===== src/agen_notes_unused.sv =====
`timescale 1ns/100ps


===== src/agen_pkg.sv =====
// Constants, state and instruction-class encodings for the address generator.
// Assumes a separate decoder classifies each instruction word and supplies its immediate.
package agen_pkg;

  // ----------------------------------------------------------------
  // Widths
  // ----------------------------------------------------------------
  localparam int PC_W = 14;
  localparam int RAM_W = 10;
  localparam int WORD_W = 10;
  localparam int PAGE_LO_W = 8;
  localparam int ZERO_PAGE_W = 6;
  localparam int NIB_W = 4;

  // ----------------------------------------------------------------
  // Addresses, field positions, reset values
  // ----------------------------------------------------------------
  localparam logic [RAM_W-1:0] SCRATCH_BASE = 10'h040;
  localparam logic [PC_W-1:0] PC_RESET = 14'h0000;
  localparam logic [PC_W-1:0] PC_STEP = 14'h0001;
  localparam int TBL_ACC_BIT = 8;
  localparam int TBL_PORT_BIT = 9;
  localparam logic [NIB_W-1:0] NIB_RESET = 4'h0;

  // ----------------------------------------------------------------
  // Encodings
  // ----------------------------------------------------------------
  typedef enum logic [3:0] {
    K_SEQ = 4'h0,
    K_LONG = 4'h1,
    K_PAGE = 4'h2,
    K_ZERO = 4'h3,
    K_TABLE_JMP = 4'h4,
    K_TABLE_FETCH = 4'h5,
    K_RAM_IND = 4'h6,
    K_RAM_DIR = 4'h7,
    K_SCRATCH = 4'h8
  } instr_kind_e;

  typedef enum logic [1:0] {
    ST_RUN = 2'b00,
    ST_DIR2 = 2'b01,
    ST_FETCH = 2'b10
  } agen_state_e;

endpackage : agen_pkg


===== src/mcu_address_generation.sv =====
// Program counter and RAM/table address generation for a 4-bit core.
// Assumes instr_step pulses once per executed instruction word, with instr_kind,
// imm_field and instr_word valid in that cycle; table ROM answers in the same cycle that table_req is high.
`timescale 1ns/100ps
`default_nettype none

module mcu_address_generation
  import agen_pkg::*;
(
  input wire logic mclk,
  input wire logic nrst,
  input wire logic instr_step,
  input wire logic [3:0] instr_kind,
  input wire logic [PC_W-1:0] imm_field,
  input wire logic [WORD_W-1:0] instr_word,
  input wire logic [1:0] w_ptr,
  input wire logic [NIB_W-1:0] x_ptr,
  input wire logic [NIB_W-1:0] y_ptr,
  input wire logic [NIB_W-1:0] acc_in,
  input wire logic [NIB_W-1:0] aux_in,
  input wire logic [WORD_W-1:0] table_word,
  output logic [PC_W-1:0] pc,
  output logic [RAM_W-1:0] ram_addr,
  output logic ram_addr_valid,
  output logic [PC_W-1:0] table_addr,
  output logic table_req,
  output logic [NIB_W-1:0] acc_out,
  output logic [NIB_W-1:0] aux_out,
  output logic acc_load,
  output logic [NIB_W-1:0] port1_out,
  output logic [NIB_W-1:0] port2_out,
  output logic port_load,
  output logic busy
);

  // ----------------------------------------------------------------
  // Reset release
  // ----------------------------------------------------------------
  logic rst_meta_q;
  logic rst_q;

  always_ff @(posedge mclk or negedge nrst) begin
    if (!nrst) begin
      rst_meta_q <= 1'b0;
      rst_q <= 1'b0;
    end else begin
      rst_meta_q <= 1'b1;
      rst_q <= rst_meta_q;
    end
  end

  // ----------------------------------------------------------------
  // State
  // ----------------------------------------------------------------
  typedef struct packed {
    agen_state_e st;
    logic [PC_W-1:0] pc;
    logic [RAM_W-1:0] ram_addr;
    logic ram_valid;
    logic [PC_W-1:0] tbl_addr;
    logic tbl_req;
    logic [NIB_W-1:0] acc;
    logic [NIB_W-1:0] aux;
    logic acc_load;
    logic [NIB_W-1:0] p1;
    logic [NIB_W-1:0] p2;
    logic port_load;
    logic busy;
  } agen_s;

  localparam agen_s AGEN_RESET = '{
    st: ST_RUN, pc: PC_RESET, ram_addr: '0, ram_valid: 1'b0,
    tbl_addr: PC_RESET, tbl_req: 1'b0, acc: NIB_RESET, aux: NIB_RESET,
    acc_load: 1'b0, p1: NIB_RESET, p2: NIB_RESET, port_load: 1'b0, busy: 1'b0};

  agen_s s_q;
  agen_s s_d;

  // Shared by table jump and table fetch so both see the same address
  function automatic logic [PC_W-1:0] table_dest(input logic [NIB_W-1:0] imm,
                                                 input logic [NIB_W-1:0] aux,
                                                 input logic [NIB_W-1:0] acc);
    table_dest = {2'b00, imm, aux, acc};
  endfunction : table_dest

  logic [PC_W-1:0] pc_inc;
  assign pc_inc = s_q.pc + PC_STEP;

  // ----------------------------------------------------------------
  // Next state
  // ----------------------------------------------------------------
  always_comb begin
    s_d = s_q;
    s_d.ram_valid = 1'b0;
    s_d.tbl_req = 1'b0;
    s_d.acc_load = 1'b0;
    s_d.port_load = 1'b0;
    case (s_q.st)
      ST_RUN: begin
        if (instr_step) begin
          s_d.pc = pc_inc;
          case (instr_kind)
            K_LONG: s_d.pc = imm_field;
            // Page bits taken from the advanced PC, so the last word of a page
            // branches within the next page
            K_PAGE: s_d.pc = {pc_inc[PC_W-1:PAGE_LO_W], imm_field[PAGE_LO_W-1:0]};
            K_ZERO: s_d.pc = {{(PC_W-ZERO_PAGE_W){1'b0}}, imm_field[ZERO_PAGE_W-1:0]};
            K_TABLE_JMP: s_d.pc = table_dest(imm_field[NIB_W-1:0], aux_in, acc_in);
            K_TABLE_FETCH: begin
              s_d.tbl_addr = table_dest(imm_field[NIB_W-1:0], aux_in, acc_in);
              s_d.tbl_req = 1'b1;
              s_d.st = ST_FETCH;
            end
            K_RAM_IND: begin
              s_d.ram_addr = {w_ptr, x_ptr, y_ptr};
              s_d.ram_valid = 1'b1;
            end
            K_RAM_DIR: s_d.st = ST_DIR2;
            K_SCRATCH: begin
              s_d.ram_addr = SCRATCH_BASE | {6'h00, imm_field[NIB_W-1:0]};
              s_d.ram_valid = 1'b1;
            end
            default: ;
          endcase
        end
      end
      ST_DIR2: begin
        if (instr_step) begin
          s_d.pc = pc_inc;
          s_d.ram_addr = instr_word;
          s_d.ram_valid = 1'b1;
          s_d.st = ST_RUN;
        end
      end
      ST_FETCH: begin
        // Steps are ignored here; the core stalls on busy
        if (table_word[TBL_ACC_BIT]) begin
          s_d.acc = table_word[3:0];
          s_d.aux = table_word[7:4];
          s_d.acc_load = 1'b1;
        end
        if (table_word[TBL_PORT_BIT]) begin
          s_d.p1 = table_word[3:0];
          s_d.p2 = table_word[7:4];
          s_d.port_load = 1'b1;
        end
        s_d.st = ST_RUN;
      end
      default: s_d.st = ST_RUN;
    endcase
    // Registered so the output comes straight from a flop
    s_d.busy = (s_d.st != ST_RUN);
  end

  always_ff @(posedge mclk or negedge rst_q) begin
    if (!rst_q) begin
      s_q <= AGEN_RESET;
    end else begin
      s_q <= s_d;
    end
  end

  // ----------------------------------------------------------------
  // Outputs
  // ----------------------------------------------------------------
  assign pc = s_q.pc;
  assign ram_addr = s_q.ram_addr;
  assign ram_addr_valid = s_q.ram_valid;
  assign table_addr = s_q.tbl_addr;
  assign table_req = s_q.tbl_req;
  assign acc_out = s_q.acc;
  assign aux_out = s_q.aux;
  assign acc_load = s_q.acc_load;
  assign port1_out = s_q.p1;
  assign port2_out = s_q.p2;
  assign port_load = s_q.port_load;
  assign busy = s_q.busy;

  // ----------------------------------------------------------------
  // Checks
  // ----------------------------------------------------------------
  logic run_step;
  assign run_step = instr_step && (s_q.st == ST_RUN);
endmodule : mcu_address_generation

`default_nettype wire


===== config.mk =====
export PLATFORM = sky130hd
export DESIGN_NAME = mcu_address_generation
export DESIGN_NICKNAME = d
export VERILOG_FILES = /design/src/agen_notes_unused.sv /design/src/agen_pkg.sv /design/src/mcu_address_generation.sv
export SDC_FILE = /design/constraint.sdc
export NUM_CORES = 1
export LEC_CHECK = 0
export ABC_AREA = 1
export BUFFER_PORTS_ARGS = -buffer_cell sky130_fd_sc_hd__buf_2
export CORE_UTILIZATION = 55
export DETAILED_ROUTE_END_ITERATION = 6
export PLACE_DENSITY = 0.86
export SLEW_MARGIN = 40
export SYNTH_ARGS = -nofsm -noshare
export SYNTH_HDL_FRONTEND = slang
export SYNTH_SLANG_ARGS = --single-unit

===== constraint.sdc =====
create_clock -name mclk -period 2.8 [get_ports mclk]
set_input_delay 0.42 -clock mclk [delete_from_list [all_inputs] [get_ports mclk]]
set_output_delay 0.42 -clock mclk [all_outputs]
set_load 0.02 [all_outputs]

Word-level counts from Yosys, hierarchy flattened
Index checks and enable logic that the tools add are counted.
Word-level totals
  register bits: 61
  output and inout port bits: 59
Cells by class
  $add $sub $neg: 1
  eq/ne operators: 13
  reduce and logical (&&, ||, !) cells: 8
  mux-type cells: 12
Operators with widths (count)
  14-bit one-hot mux with 4 select lines: 1
  25-bit one-hot mux with 2 select lines: 1
  42-bit two-way mux: 1
  27-bit two-way mux: 1
  11-bit one-hot mux with 2 select lines: 1
  4-bit by 3-bit equality test with 1-bit output, second input constant: 4
  14-bit by 1-bit adder with 14-bit output, second input constant: 1
  13-bit two-way mux: 1
  10-bit two-way mux: 1
  9-bit two-way mux: 1
  4-bit by 2-bit equality test with 1-bit output, second input constant: 2
  2-bit one-hot mux with 2 select lines: 2
  3-bit AND reduction: 2
  4-bit by 1-bit equality test with 1-bit output, second input constant: 1
  4-bit equality test, second input constant: 1
  2-bit inequality test, second input constant: 2
  2-bit AND reduction: 2
  4-bit AND reduction: 1
  2-bit nonzero test: 2
  3-bit by 1-bit inequality test with 1-bit output, second input constant: 1
  2-bit by 1-bit equality test with 1-bit output, second input constant: 1
  2-bit equality test, second input constant: 1
  2-bit logical NOT: 1
  1-bit two-way mux: 2

Depth between registers and ports, before layout
  depth in word-level cells: 5
  gate-level depth with buffers: 10

Least setup slack after synthesis
No wires, ideal clock.
  path kind: input to register
  start point: in instr_kind[3]
  end point: reg s_q (netlist bit ram_addr[5])
  required time: 2.679 ns
  setup slack: 1.483 ns
  stages on the path: 9
  arrival time: 1.196 ns
  cells stage by stage: inv_2 -> nand2_1 -> nor3_4 -> nor2_2 -> nand2_1 -> nand2_2 -> buf_6 -> nand2_2 -> nand3_2
On the way
  cells in the longest elaborated chain, start to end: 4
  elaborated cells on any way between the ends: 7
  those cells by class: 3 x eq/ne; 3 x mux; 1 x reduce/logical
RTL lines
  from (decl): line mcu_address_generation.sv:13  | input wire logic [3:0] instr_kind,
  4-bit equality test / 4-bit by 3-bit equality test with 1-bit output (equally long branches): line mcu_address_generation.sv:102  | case (instr_kind)
  11-bit one-hot mux with 2 select lines: line mcu_address_generation.sv:102
  42-bit two-way mux: line mcu_address_generation.sv:100  | if (instr_step) begin
  25-bit one-hot mux with 2 select lines: line mcu_address_generation.sv:98  | case (s_q.st)
  to (signal assigned): line mcu_address_generation.sv:157  | s_q <= AGEN_RESET;
  to (signal assigned): line mcu_address_generation.sv:159  | s_q <= s_d;
  to (decl): line mcu_address_generation.sv:76  | agen_s s_q;
Several ways; a longest one is shown, not always the timed one. The select of a mux whose other input is x is not followed.
A chain may end at the register's enable or synchronous reset.

Worst setup path in the final report
  start point: reg s_q[60] in the netlist's numbering
  end point: reg s_q (netlist bit table_addr[2])
On the way
  cells in the longest elaborated chain, start to end: 2
RTL lines (line)
  2-bit logical NOT: mcu_address_generation.sv:98
  3-bit AND reduction (no line)
No other way between the ends.

==> metrics <==
post-synthesis instance total 468; GRT Total Usage 0.258; synth-to-layout area growth 11.6%; share of layout cells above drive strength 1 0.319; PostCTS Resize Cnt 0; initial antenna violation count 0; initial DRC count 268; slew of the pin with the lowest slew margin 0.561 ns; CP endpoint table_addr[2]; Clock Latency Late Sink 0.35 ns; Place WS 0.874 ns; H-tree depth 3; Synth Cell Area 3610 um2; worst min path class in -> reg; number of global-route vias before repair 3081; Worst Setup SP s_q[60]; Critical Path Sink Type flop; min Tclk post-route 1.94 ns; CTS Buf Count 9; Die Span X 83.1 um; Synth Register Bits 61; status finished clean; reg-to-reg critical path endpoint table_addr[2]; vias per cell 5.24; Initial Util 0.569; Max-slew headroom 0.625; total power 0.00284 W; Final Hold Fails 0; Reg2Reg Setup Slack 0.86 ns; Non-Filler Instances 616; Die H 83.1 um; port bufs 115; Int Pwr 0.00179 W; CTS tree done; Top Ports 118; yosys warns 0; synth unique cells 34; Data required, critical path 3.08 ns; total negative slack 0 ns; top post-synthesis cells by area dfrtp_1 (42%), nand2_1 (13%), buf_4 (12%), nand3_1 (7.1%), inv_1 (3.8%); Max Clock Freq 516 MHz; core footprint 6350 um2; drc violations 0; Syn Area/Cell 7.72 um2; MaxCap Viol Count 0; period utilisation layout 0.692; RSZ-0062 raised after global routing no; Placed Cells 599; Setup Viol. Count Final 0; Root Driver clkbuf_8; Bufs on Longest Clock Path 2; Lkg Pwr 2.27 nW; clock-pin transition on the worst setup and hold timing paths 0.07 ns; overall die area 6900 um2; Final nets 594; Seq pwr share 0.429; arrival time worst endpoint 2.21 ns; DR WL/cell 13.6 um; clock sinks 61; Max VDD drop 0.452 mV; Layout Skew 0.00921 ns; Hold Path Origin instr_word[7]; GPL Wtd Cong 0.977; num rows 29; startpoint types flop; final WL 8360 um; total gr overflow 0; register area share after synthesis 0.422; hpwl dp 6220 um; Net Switching 0.00105 W; Comb pwr share 0.298; area leader, netlist dfrtp_1; kind of critical path reg -> reg; n_diodes 0; clock group share of total power 0.273; global-route wire length before repair 14100 um; DR pass1 iterations 5; Vias 3226; max-slew violations 0; Final ANT Viol Nets 0; switching fraction of total power 0.370; Reg-to-Reg Start s_q[60]; largest net degree at the start of global routing 40; CP max FO 26; Power per Cell Area 705 nW/um2; Worst R2R Path Depth 7; area share of the largest cell type after synthesis 0.422; setup slack after layout 0.861 ns
worst min-delay path by stage:
stage	cells past startpoint	to	slack (ns)
6_report	3	ram_addr[7]	0.29
5_1_grt	3	ram_addr[5]	0.28
4_1_cts	3	ram_addr[7]	0.28
3_5_place_dp	1	rst_meta_q	0.21
3_3_place_gp	1	rst_meta_q	0.21
2_1_floorplan	0	rst_meta_q	0.12
sequential cells by signal, summed over array words and instances, names as in the netlist, 2 cells and up:
register and cells:
port1_out 4, acc_out 4, pc 14, table_addr 12
s_q 2, ram_addr 10, port2_out 4, aux_out 4
cell usage after synthesis:
cell      number
nand2_1      125
and3_1         1
nor2_2         4
xnor2_1        2
nor2_4         2
conb_1         2
inv_1         37
buf_4         57
nand2_4        1
xor2_1         1
nor3_4         1
or2_2          1
nand3_1       51
ha_1           1
clkbuf_1       1
a21oi_1        6
nor2_8         2
or2_1          1
buf_6          2
nor2_1        30
inv_2         10
o21ai_0       25
o21ai_1       10
a22oi_1        1
nand3_2        5
nand4_1        4
o22ai_1        2
dfrtp_1       61
buf_2          3
a31oi_1        2
nor3_2         1
nand2_2       14
o211ai_1       1
o21bai_1       1
power groups by stage:
stage               Clock (W)  Sequential [W]  Combinational, W
CTS                  0.000777         0.00122          0.000849
global route         0.000829         0.00125          0.000929
detailed placement          0         0.00123          0.000841
floorplan                   0         0.00120          0.000802
global placement            0         0.00123          0.000816
finish               0.000778         0.00122          0.000847
placed cells by master (no fill, tap or decap), drive strengths merged:
cell type and count:
ha 1, dlygate4sd3 1, xor2 1, or2 2, o21bai 1, nor3 2
nor2 38, clkinvlp 1, dfrtp 61, a21oi 6, inv 47, buf 116
clkinv 2, bufinv 1, xnor2 2, o22ai 2, a31oi 2, and3 1
o21ai 35, a22oi 1, conb 3, nand4 4, nand3 56, clkbuf 12
nand2 140, o211ai 1
worst max-delay path: stages, from the launching register on:
cell and delay [ns]:
dfrtp_1 0.47, inv_2 0.11, nand2_4 0.11, nor2_8 0.32, nand3_2 0.44, inv_2 0.24, nand2_1 0.10, nand2_1 0.07
stage by stage:
stage	instance area [um2]	utilization	hold slack [ns]
6_report	4040	0.635	0.285
5_1_grt	4040	0.635	0.285
4_1_cts	4040	0.635	0.284
3_5_place_dp	3830	0.604	0.209
3_3_place_gp	3830	0.603	0.207
2_1_floorplan	3620	-	0.124
logic make-up after synthesis:
logic type | after synthesis | synth area share
XOR/XNOR | 3 | 0.00727
other | 2 | 0.00208
flip-flops | 61 | 0.422
buffers and inverters | 110 | 0.179
AO/OA/AOI/OAI | 48 | 0.0699
adder cells (fa/ha/maj) | 1 | 0.00346
AND/OR/NAND/NOR | 243 | 0.316
what timing repair did:
action | in CTS | in global routing
setup buffers | 0 | 0
hold buffers | 1 | 0
endpoints found under the hold margin | 2 | 0
final cells by class:
class                   count  area, um2
clock buffers              12        145
clock inverters             4       47.5
multi-input cells         298       1450
well taps                  77       96.3
repair buffers            117        593
inverters                  47        176
fillers                   552       2310
flip-flops and latches     61       1530
layer usage:
metal / global-route usage / up-vias / part of all wire
met3: 0.0885 / 22 / 0.089
li1: - / 1559 / -
met4: 0.0862 / 0 / 0.023
met1: 0.321 / 1487 / 0.41
met5: 0 / - / 0
met2: 0.420 / 158 / 0.48
(Power assumes the default switching activity.)
